--- src/lirq_pkg.sv ---
package lirq_pkg;
  // Channel count of the per-channel register copies
  localparam int CHANNELS = 16;
  // Register indexes within a channel; byte address is four times the index
  localparam logic [5:0] IDX_FLAGS_A = 6'h21;
  localparam logic [5:0] IDX_FLAGS_B = 6'h22;
  localparam logic [5:0] IDX_CNT_LO = 6'h23;
  localparam logic [5:0] IDX_CNT_HI = 6'h24;
  // Monitoring channel and block-wide control indexes
  localparam logic [10:0] IDX_MON_FLAGS_B = 11'h7E2;
  localparam logic [10:0] IDX_MON_CNT_LO = 11'h7E3;
  localparam logic [10:0] IDX_MON_CNT_HI = 11'h7E4;
  localparam logic [10:0] IDX_CTRL = 11'h7F0;
  localparam logic [10:0] IDX_CNT_CTRL = 11'h7F1;
  // Flag register one bit positions
  localparam int B_SYS_ALARM = 7;
  localparam int B_LINE_ALARM = 6;
  localparam int B_PAT_LOCK = 5;
  localparam int B_LOOP_UP = 1;
  localparam int B_LOOP_DOWN = 0;
  // Flag register two bit positions
  localparam int B_SYS_BPV = 5;
  localparam int B_LINE_BPV = 4;
  localparam int B_SYS_EXZ = 3;
  localparam int B_LINE_EXZ = 2;
  localparam int B_MISMATCH = 1;
  localparam int B_WRAP = 0;
  // Edge-select control bit positions
  localparam int B_ALARM_ES = 6;
  localparam int B_PAT_ES = 5;
  localparam int B_LOOP_ES = 0;
  // Count control bit positions
  localparam int B_CNT_REQ = 0;
  localparam int B_CNT_MODE = 1;
  localparam int B_AUTO_LOOP = 3;
  // Writable and reserved bit masks, reset value
  localparam logic [7:0] FLAGS_A_MASK = 8'hE3;
  localparam logic [7:0] FLAGS_B_MASK = 8'h3F;
  localparam logic [7:0] CTRL_MASK = 8'h61;
  localparam logic [7:0] CNT_CTRL_MASK = 8'h0A;
  localparam logic [7:0] RST_BYTE = 8'h00;
  // Timing in printed units and derived cycle counts
  localparam int CLK_MHZ = 250;
  localparam int LOOP_SHORT_MS = 40;
  localparam int LOOP_LONG_MS = 5100;
  localparam int ROUND_MS = 1000;
  localparam int LOOP_SHORT_CYC = LOOP_SHORT_MS * CLK_MHZ * 1000;
  localparam int LOOP_LONG_CYC = LOOP_LONG_MS * CLK_MHZ * 1000;
  localparam int ROUND_CYC = ROUND_MS * CLK_MHZ * 1000;
endpackage

--- src/loop_code_filter.sv ---
`timescale 1ns/1ps
module loop_code_filter import lirq_pkg::*; #(
  parameter int SHORT_CYC = LOOP_SHORT_CYC,
  parameter int LONG_CYC = LOOP_LONG_CYC
) (
  // Clock and reset
  input wire logic clk,
  input wire logic rst_n,
  // Raw detection and hold select
  input wire logic code_seen,
  input wire logic long_hold,
  // Filtered state
  output logic state_q
);
  typedef struct packed {
    logic [30:0] cnt;
    logic state;
  } filt_t;
  filt_t s, n;
  logic [30:0] lim;

  // Persistence count, saturating so a long code never re-fires
  always_comb begin
    n = s;
    lim = long_hold ? 31'(LONG_CYC) : 31'(SHORT_CYC);
    if (!code_seen) begin
      n.cnt = '0;
    end else if (s.cnt != {31{1'b1}}) begin
      n.cnt = s.cnt + 31'h1;
    end
    n.state = code_seen && (n.cnt > lim); // [RQ19]
  end

  always_ff @(posedge clk or negedge rst_n) begin
    if (!rst_n) begin
      s <= '0;
    end else begin
      s <= n;
    end
  end

  assign state_q = s.state;
endmodule

--- src/mismatch_counter.sv ---
`timescale 1ns/1ps
module mismatch_counter import lirq_pkg::*; (
  // Clock and reset
  input wire logic clk,
  input wire logic rst_n,
  // Error events and round boundary
  input wire logic err_pulse,
  input wire logic update,
  // Published count and wrap event
  output logic [15:0] count_q,
  output logic wrap_q
);
  typedef struct packed {
    logic [15:0] run;
    logic [15:0] snap;
    logic wrap;
  } cnt_t;
  cnt_t s, n;

  // Running count; the snapshot is what software sees
  always_comb begin
    n = s;
    n.wrap = err_pulse && (s.run == 16'hFFFF) && !update; // [RQ11]
    if (update) begin
      // Previous snapshot is lost if not read within the round
      n.snap = s.run + {15'h0, err_pulse}; // [RQ14] [RQ15]
      n.run = 16'h0000;
    end else begin
      n.run = s.run + {15'h0, err_pulse};
    end
  end

  always_ff @(posedge clk or negedge rst_n) begin
    if (!rst_n) begin
      s <= '0;
    end else begin
      s <= n;
    end
  end

  assign count_q = s.snap;
  assign wrap_q = s.wrap;
endmodule

--- src/line_alarm_irq.sv ---
// Contract
// RQ1 - System alarm flag sets on rising edge, or either edge when selected.
// RQ2 - Line alarm flag shares the alarm edge select.
// RQ3 - Pattern lock flag sets on rising edge, or either edge when selected.
// RQ4 - Loop-up flag sets on rising edge, or either edge per loop select.
// RQ5 - Loop-down flag follows the same loop-code edge select.
// RQ6 - Writing one clears a flag; writing zero leaves it.
// RQ7 - Every set flag is reported on the interrupt pin.
// RQ8 - Flag register two latches system and line bipolar violations, bits 5, 4.
// RQ9 - Flag register two latches system and line excess zeros, bits 3, 2.
// RQ10 - Bit 1 of flag register two latches a pattern mismatch.
// RQ11 - Bit 0 of flag register two latches a 16-bit counter wrap; a wrap in the cycle of a count update is not latched.
// RQ12 - Flag register two resets to zero; bits 7 and 6 reserved.
// RQ13 - Low count byte holds bits 7..0; high byte holds 15..8.
// RQ14 - Count bytes refresh automatically or on request, per mode bit.
// RQ15 - Software reads the count within the next round, else overwritten.
// RQ16 - Low count byte is read-only and resets to zero.
// RQ17 - Sixteen channel copies, 40 hex apart, upper eight 200 hex higher.
// RQ18 - Monitoring channel has only flag register two and count bytes.
// RQ19 - Loop-up state needs 40 ms persistence, or 5.1 s with auto loopback.
// RQ20 - Interrupt pin active while any flag of any channel is set.
//
// The APB register port is this design's own decision.
`timescale 1ns/1ps
module line_alarm_irq import lirq_pkg::*; #(
  parameter int LOOP_SHORT_CYCLES = LOOP_SHORT_CYC,
  parameter int LOOP_LONG_CYCLES = LOOP_LONG_CYC,
  parameter int ROUND_CYCLES = ROUND_CYC
) (
  // Clock and reset
  input wire logic CLK,
  input wire logic RSTN,
  // APB slave
  input wire logic PSEL,
  input wire logic PENABLE,
  input wire logic PWRITE,
  input wire logic [15:0] PADDR,
  input wire logic [31:0] PWDATA,
  input wire logic [3:0] PSTRB,
  output logic [31:0] PRDATA,
  output logic PREADY,
  output logic PSLVERR,
  // Level status per channel 1..16 (bit k is channel k+1)
  input wire logic [15:0] SYS_ALARM_STATE,
  input wire logic [15:0] LINE_ALARM_STATE,
  input wire logic [15:0] PATTERN_LOCK_STATE,
  input wire logic [15:0] LOOP_UP_CODE_SEEN,
  input wire logic [15:0] LOOP_DOWN_STATE,
  // Event pulses per channel 0..16 (bit 0 is the monitor channel)
  input wire logic [16:0] SYS_BPV_EVENT,
  input wire logic [16:0] LINE_BPV_EVENT,
  input wire logic [16:0] SYS_EXZ_EVENT,
  input wire logic [16:0] LINE_EXZ_EVENT,
  input wire logic [16:0] MISMATCH_EVENT,
  // Outputs to the rest of the unit
  output logic [15:0] LOOP_UP_STATE,
  output logic IRQ_N
);
  typedef struct packed {
    logic [15:0][7:0] flags_a;
    logic [16:0][7:0] flags_b;
    logic [15:0] sys_alarm_prev;
    logic [15:0] line_alarm_prev;
    logic [15:0] pat_lock_prev;
    logic [15:0] loop_up_prev;
    logic [15:0] loop_down_prev;
    logic [7:0] ctrl;
    logic [7:0] cnt_ctrl;
    logic [30:0] round_cnt;
    logic upd;
    logic ready;
    logic slverr;
    logic [31:0] rdata;
    logic irq_n;
  } state_t;

  state_t s, n;
  logic [1:0] rst_q;
  logic rst_n;
  logic [15:0] loop_up;
  logic [16:0][15:0] count;
  logic [16:0] wrap;
  logic [10:0] idx;
  logic [5:0] sub;
  logic [3:0] ch;
  logic [4:0] cidx;
  logic addr_ok;
  logic chan_hit;
  logic hit;
  logic [31:0] rd;
  logic done;
  logic wr;
  logic [15:0][7:0] clr_a;
  logic [16:0][7:0] clr_b;
  logic [7:0] set_a;
  logic [7:0] set_b;
  logic [7:0] wbyte;
  logic manual_req;
  logic any_flag;

  // Reset release through two flops; assertion stays asynchronous
  always_ff @(posedge CLK or negedge RSTN) begin
    if (!RSTN) begin
      rst_q <= 2'b00;
    end else begin
      rst_q <= {rst_q[0], 1'b1};
    end
  end
  assign rst_n = rst_q[1];

  // Address split: bank in bit 9, channel in 8..6, register in 5..0
  assign idx = PADDR[12:2];
  assign sub = idx[5:0];
  assign ch = {idx[9], idx[8:6]};
  assign cidx = {1'b0, ch} + 5'h01;
  assign addr_ok = (PADDR[15:13] == 3'h0) && (PADDR[1:0] == 2'h0);
  assign chan_hit = addr_ok && !idx[10] && (sub >= IDX_FLAGS_A)
    && (sub <= IDX_CNT_HI); // [RQ17]

  // Completion edge of an APB access; writes take effect only here
  assign done = PSEL && PENABLE && s.ready;
  assign wr = done && PWRITE && hit && PSTRB[0];
  assign wbyte = PWDATA[7:0];

  // Read decode, also tells whether the address exists
  always_comb begin
    rd = 32'h0000_0000;
    hit = 1'b1;
    if (chan_hit) begin
      case (sub)
        IDX_FLAGS_A: begin
          rd[7:0] = s.flags_a[ch];
        end
        IDX_FLAGS_B: begin
          rd[7:0] = s.flags_b[cidx]; // [RQ12]
        end
        IDX_CNT_LO: begin
          rd[7:0] = count[cidx][7:0]; // [RQ13] [RQ16]
        end
        IDX_CNT_HI: begin
          rd[7:0] = count[cidx][15:8]; // [RQ13]
        end
        default: begin
          hit = 1'b0;
        end
      endcase
    end else if (addr_ok) begin
      // Monitor channel carries no flag register one
      case (idx)
        IDX_MON_FLAGS_B: begin
          rd[7:0] = s.flags_b[0]; // [RQ18]
        end
        IDX_MON_CNT_LO: begin
          rd[7:0] = count[0][7:0]; // [RQ18]
        end
        IDX_MON_CNT_HI: begin
          rd[7:0] = count[0][15:8];
        end
        IDX_CTRL: begin
          rd[7:0] = s.ctrl;
        end
        IDX_CNT_CTRL: begin
          rd[7:0] = s.cnt_ctrl;
        end
        default: begin
          hit = 1'b0;
        end
      endcase
    end else begin
      hit = 1'b0;
    end
  end

  // Write-one-to-clear masks; counts are read-only so writes there drop
  always_comb begin
    clr_a = '0;
    clr_b = '0;
    manual_req = 1'b0;
    if (wr) begin
      if (chan_hit && (sub == IDX_FLAGS_A)) begin
        clr_a[ch] = wbyte & FLAGS_A_MASK; // [RQ6]
      end
      if (chan_hit && (sub == IDX_FLAGS_B)) begin
        clr_b[cidx] = wbyte & FLAGS_B_MASK; // [RQ6]
      end
      if (!chan_hit && (idx == IDX_MON_FLAGS_B)) begin
        clr_b[0] = wbyte & FLAGS_B_MASK; // [RQ6]
      end
      if (!chan_hit && (idx == IDX_CNT_CTRL)) begin
        manual_req = wbyte[B_CNT_REQ];
      end
    end
  end

  // Next state: flags, controls, round timer and bus answer
  always_comb begin
    n = s;
    set_a = '0;
    set_b = '0;
    // Edge-selected flags of register one
    for (int k = 0; k < CHANNELS; k++) begin
      set_a = '0;
      set_a[B_SYS_ALARM] = s.ctrl[B_ALARM_ES]
        ? (SYS_ALARM_STATE[k] ^ s.sys_alarm_prev[k])
        : (SYS_ALARM_STATE[k] & ~s.sys_alarm_prev[k]); // [RQ1]
      set_a[B_LINE_ALARM] = s.ctrl[B_ALARM_ES]
        ? (LINE_ALARM_STATE[k] ^ s.line_alarm_prev[k])
        : (LINE_ALARM_STATE[k] & ~s.line_alarm_prev[k]); // [RQ2]
      set_a[B_PAT_LOCK] = s.ctrl[B_PAT_ES]
        ? (PATTERN_LOCK_STATE[k] ^ s.pat_lock_prev[k])
        : (PATTERN_LOCK_STATE[k] & ~s.pat_lock_prev[k]); // [RQ3]
      set_a[B_LOOP_UP] = s.ctrl[B_LOOP_ES]
        ? (loop_up[k] ^ s.loop_up_prev[k])
        : (loop_up[k] & ~s.loop_up_prev[k]); // [RQ4]
      set_a[B_LOOP_DOWN] = s.ctrl[B_LOOP_ES]
        ? (LOOP_DOWN_STATE[k] ^ s.loop_down_prev[k])
        : (LOOP_DOWN_STATE[k] & ~s.loop_down_prev[k]); // [RQ5]
      // Set beats a clear landing in the same cycle
      n.flags_a[k] = (s.flags_a[k] & ~clr_a[k]) | set_a; // [RQ6]
    end
    // Event flags of register two, monitor channel included
    for (int k = 0; k <= CHANNELS; k++) begin
      set_b = '0;
      set_b[B_SYS_BPV] = SYS_BPV_EVENT[k]; // [RQ8]
      set_b[B_LINE_BPV] = LINE_BPV_EVENT[k]; // [RQ8]
      set_b[B_SYS_EXZ] = SYS_EXZ_EVENT[k]; // [RQ9]
      set_b[B_LINE_EXZ] = LINE_EXZ_EVENT[k]; // [RQ9]
      set_b[B_MISMATCH] = MISMATCH_EVENT[k]; // [RQ10]
      set_b[B_WRAP] = wrap[k]; // [RQ11]
      n.flags_b[k] = ((s.flags_b[k] & ~clr_b[k]) | set_b)
        & FLAGS_B_MASK; // [RQ12]
    end
    // Edge history
    n.sys_alarm_prev = SYS_ALARM_STATE;
    n.line_alarm_prev = LINE_ALARM_STATE;
    n.pat_lock_prev = PATTERN_LOCK_STATE;
    n.loop_up_prev = loop_up;
    n.loop_down_prev = LOOP_DOWN_STATE;
    // Control registers
    if (wr && !chan_hit && (idx == IDX_CTRL)) begin
      n.ctrl = wbyte & CTRL_MASK;
    end
    if (wr && !chan_hit && (idx == IDX_CNT_CTRL)) begin
      n.cnt_ctrl = wbyte & CNT_CTRL_MASK;
    end
    // Counting round; only runs in automatic mode
    n.upd = 1'b0;
    if (s.cnt_ctrl[B_CNT_MODE]) begin
      if (s.round_cnt >= 31'(ROUND_CYCLES - 1)) begin
        n.round_cnt = '0;
        n.upd = 1'b1; // [RQ14]
      end else begin
        n.round_cnt = s.round_cnt + 31'h1;
      end
    end else begin
      n.round_cnt = '0;
      n.upd = manual_req; // [RQ14]
    end
    // One wait state: ready rises in the second access cycle
    n.ready = 1'b0;
    n.slverr = 1'b0;
    if (PSEL && PENABLE && !s.ready) begin
      n.ready = 1'b1;
      n.slverr = !hit;
      n.rdata = hit ? rd : 32'h0000_0000;
    end
    // Pin follows the next flag values, so it rises with the last clear
    any_flag = (|n.flags_a) || (|n.flags_b);
    n.irq_n = !any_flag; // [RQ7] [RQ20]
  end

  // Single state register for flags, controls and bus; filters and counters keep their own
  always_ff @(posedge CLK or negedge rst_n) begin
    if (!rst_n) begin
      s <= '0;
      s.irq_n <= 1'b1;
    end else begin
      s <= n;
    end
  end

  // Persistence filters and error counters per channel
  generate
    for (genvar g = 0; g <= CHANNELS; g++) begin : gen_chan
      if (g < CHANNELS) begin : gen_loop
        loop_code_filter #(
          .SHORT_CYC(LOOP_SHORT_CYCLES),
          .LONG_CYC(LOOP_LONG_CYCLES)
        ) u_filt (
          .clk(CLK),
          .rst_n(rst_n),
          .code_seen(LOOP_UP_CODE_SEEN[g]),
          .long_hold(s.cnt_ctrl[B_AUTO_LOOP]),
          .state_q(loop_up[g])
        ); // [RQ19]
      end
      mismatch_counter u_cnt (
        .clk(CLK),
        .rst_n(rst_n),
        .err_pulse(MISMATCH_EVENT[g]),
        .update(s.upd),
        .count_q(count[g]),
        .wrap_q(wrap[g])
      );
    end
  endgenerate

  // Outputs straight from flops
  assign PRDATA = s.rdata;
  assign PREADY = s.ready;
  assign PSLVERR = s.slverr;
  assign IRQ_N = s.irq_n;
  assign LOOP_UP_STATE = loop_up;
endmodule

--- config.mk ---
export PLATFORM = sky130hd
export DESIGN_NAME = line_alarm_irq
export DESIGN_NICKNAME = d
export VERILOG_FILES = /design/src/lirq_pkg.sv /design/src/loop_code_filter.sv /design/src/mismatch_counter.sv /design/src/line_alarm_irq.sv
export SDC_FILE = /design/constraint.sdc
export NUM_CORES = 2
export LEC_CHECK = 0
export BUFFER_PORTS_ARGS = -buffer_cell sky130_fd_sc_hd__buf_2
export CAP_MARGIN = 20
export CORE_MARGIN = 5
export CORE_UTILIZATION = 47
export DETAILED_ROUTE_END_ITERATION = 8
export GPL_TIMING_DRIVEN = 0
export HOLD_SLACK_MARGIN = 0.08
export MAX_ROUTING_LAYER = met4
export PLACE_DENSITY = 0.74
export RECOVER_POWER = 50
export SYNTH_ARGS = -nofsm -noshare
export SYNTH_HDL_FRONTEND = slang
export SYNTH_SLANG_ARGS = --single-unit
--- constraint.sdc ---
create_clock -name CLK -period 51.7 [get_ports CLK]
set_input_delay 5.17 -clock CLK [delete_from_list [all_inputs] [get_ports CLK]]
set_output_delay 5.17 -clock CLK [all_outputs]
set_load 0.005 [all_outputs]
==> impl_metrics.ini <==
[status]
outcome = complete, but fails checks
violations = max-capacitance violations, max-slew violations

[routing]
dr_total_vias = 63330
route.detailed.drc = 0
wl_met2_um = 103200
drtIter0Drc = 6411
wl_per_cell_um = 23.01
dr.max_layer_used = met4
met3WireLength_um = 28010
wl_met1_um = 97890
drt-vias-per-instance = 6.044
ant_nets = 0
routed_wl_um = 241100
first_pass_iters = 7

[clock_network]
clkLatencyLatePin_ns = 0.80
cts_hold_buf = 0
cts.reportedPaths.clkPinSlew_ns = 0.06
cts_root_buffer = clkbuf_16
htree_levels = 4
cts_sinks = 1385
cts_tree = done
clockBufferDepth = 3
cts_resized = 0
post-cts-setup-buffers = 0
numCtsBuffers = 153

[floorplan]
core_area_um2 = 158600
initial_utilization = 0.4735
rows = 146
ios = 273
die_x_um = 409.7
die_area_um2 = 167800
die_h_um = 409.7

[sta]
fmax_ghz = 0.05850
worst_pin_slew_ns = 3.785
min_period_ns = 17.09
finalHoldViolations = 0
fin_skew_ns = 0.03340
setup_violations = 0
finalCritPeriodShare = 0.3306
rsz0062_at_grt = false
hold_slack_ns = 0.3507
slew_headroom = -1.523
final_max_slew_viol_count = 1397

[synthesis]
synthFlopType = dfrtp_1
synth_common_cells = dfrtp_1, nor2_1, nand2_1, a21oi_1, nand3_1
synth_cells = 7788
yosys.area.top_type_share = 0.4613
synth_area_um2 = 75080
synth_edf_count = 0
yosysWarnings = 0
async_flop_share = 1.000
seq_area_frac_synth = 0.4616
yosys.cell_types.count = 91
ys_ff_latch = 1385
synth.most_common_cell = dfrtp_1
syn-mean-instance-area_um2 = 9.641
yosysTopAreaCell = dfrtp_1
synth_area_leaders = dfrtp_1, nor2_1, ha_1

[placement]
gp_congestion = 1.026
placed_cells = 10130
hpwlAfterDp_um = 182700
port_buffers = 215

[critical_path]
crit_path_max_fanout = 73
startpoint_type = flop
reg2reg_depth = 6
r2r_slack_ns = 34.61
worstPathRequired_ns = 51.71
r2r_start = rst_q[1]$_DFF_PN0_
path_class = flop to async pin
reg2reg_to = gen_chan[12].u_cnt.count_q[2]$_DFFE_PN0P_
arrival_ns = 17.11
cp-end-kind = async pin

[finish]
fillCellCount = 14020
regArea_um2 = 34660
nNetsFinal = 8775
instances_no_fill = 10480
multi_input_area_um2 = 38080
drive_gt1_frac = 0.09096
syn_to_final_growth_pct = 12.80

[power_and_ir_drop]
pwr_density_cell_nw_per_um2 = 30.44
ir_drop_v = 0.00002688
leakagePower_nw = 35.39

[run]
cap_violations = 23

[hold_path]
min_path_cells = 0
hold_path.class = flop to flop
hold_path_startpoint = rst_q[0]$_DFF_PN0_
hold_end = rst_q[1]$_DFF_PN0_

[grt]
grt_pass1_vias = 61590
grt_remaining_overflow = 0
antenna_found_initial = 74
grt_pass1_wl_um = 365700
grt.total_usage = 0.2883
grt_max_degree = 99
## how the worst max path moves through the flow
stage                       start                                   endpoint  slack (ns)  cells after the start
2_1_floorplan  rst_q[1]$_DFF_PN0_                      PRDATA[0]$_DFFE_PN0P_       10.24                      0
5_1_grt        rst_q[1]$_DFF_PN0_  gen_chan[12].u_cnt.count_q[2]$_DFFE_PN0P_       30.84                      6
4_1_cts                 PADDR[14]                            IRQ_N$_DFF_PN1_       41.00                     12
3_3_place_gp   rst_q[1]$_DFF_PN0_         gen_chan[13].u_cnt.s[24]$_DFF_PN0_       -5.72                      0
3_5_place_dp            PADDR[14]                            IRQ_N$_DFF_PN1_       40.18                     12
6_report       rst_q[1]$_DFF_PN0_  gen_chan[12].u_cnt.count_q[2]$_DFFE_PN0P_       34.61                      6
## metrics by stage
stage	total power [mW]	cell area, um2	setup slack (ns)	TNS (ns)	utilization
finish	2.579	84700	34.61	0	0.5342
global route	2.666	84690	30.84	0	0.5341
CTS	2.592	84990	41.00	0	0.5360
detailed placement	1.433	79650	40.18	0	0.5024
global placement	1.420	78850	-5.721	-7525.24	0.4973
floorplan	1.344	75180	10.24	0	-
## layout by cell type, fill, tap and decap left out, drive strengths merged, types with 32 or more instances in the layout
cell,n
or4,49
a21o,77
clkbuf,514
a211oi,32
diode,61
or3,64
nor2,1112
a21oi,416
clkinv,47
nor2b,62
or2,32
and2,105
buf,306
o21ai,241
nor3,140
dfrtp,1384
mux4,113
o41ai,32
nor4,118
mux2i,72
o31ai,46
inv,242
a31oi,47
ha,327
nand2b,101
xnor2,261
and3,123
nand3,399
nand4,249
nand2,639
and4,93
mux2,45
xor2,338
## flip-flops by register name, indices dropped and copies added (netlist names)
name	count
gen_chan.gen_loop.u_filt.s	496
s	299
gen_chan.u_cnt.count_q	272
gen_chan.u_cnt.s	272
gen_chan.u_cnt.wrap_q	17
gen_chan.gen_loop.u_filt.state_q	16
PRDATA	8
rst_q	2
IRQ_N	1
PREADY	1
PSLVERR	1
## kinds of logic (layout without fill, tap and decap cells)
group                      count (synthesis)  in the layout  synth area share
AOI/OAI and AO/OA                       1206           1206            0.1028
xor gates and xnor gates                 599            599           0.06987
adders and majority gates                327            327           0.05449
buffers and inverters                    605           1135           0.03270
DFF                                     1385           1385            0.4616
muxes                                    230            230           0.05029
other                                      2             89         0.0001000
and+or+nand+nor                         3434           3434            0.2281
## report_power, final
part           internal [mW]  total, mW  switching (mW)
sequential              1.14       1.19          0.0498
clock                  0.685       1.16           0.475
combinational         0.0810      0.233           0.152
total                   1.90       2.58           0.677
## critical path, stage by stage (launching register included)
cell,delay [ns]
dfrtp_1,1.22
clkbuf_1,1.53
clkbuf_1,2.64
clkbuf_1,2.49
clkbuf_1,2.77
clkbuf_1,2.63
clkbuf_1,2.80
## layout make-up
class                      count  area share
multi-input combinational   5824      0.4496
sequential                  1385      0.4092
clock buffer                 199     0.05069
tap                         2072     0.03061
buffer                       365     0.01838
timing repair buffer         257     0.01666
clock inverter                74     0.01229
inverter                     240     0.01073
antenna                       61    0.001802
## routing by layer
metal,up-vias,GRT usage
met5,-,-
met4,0,0.1285
met3,630,0.1050
met2,2780,0.4116
met1,31140,0.3683
li1,28780,-
Note: power is estimated with default switching activity, not from simulation.
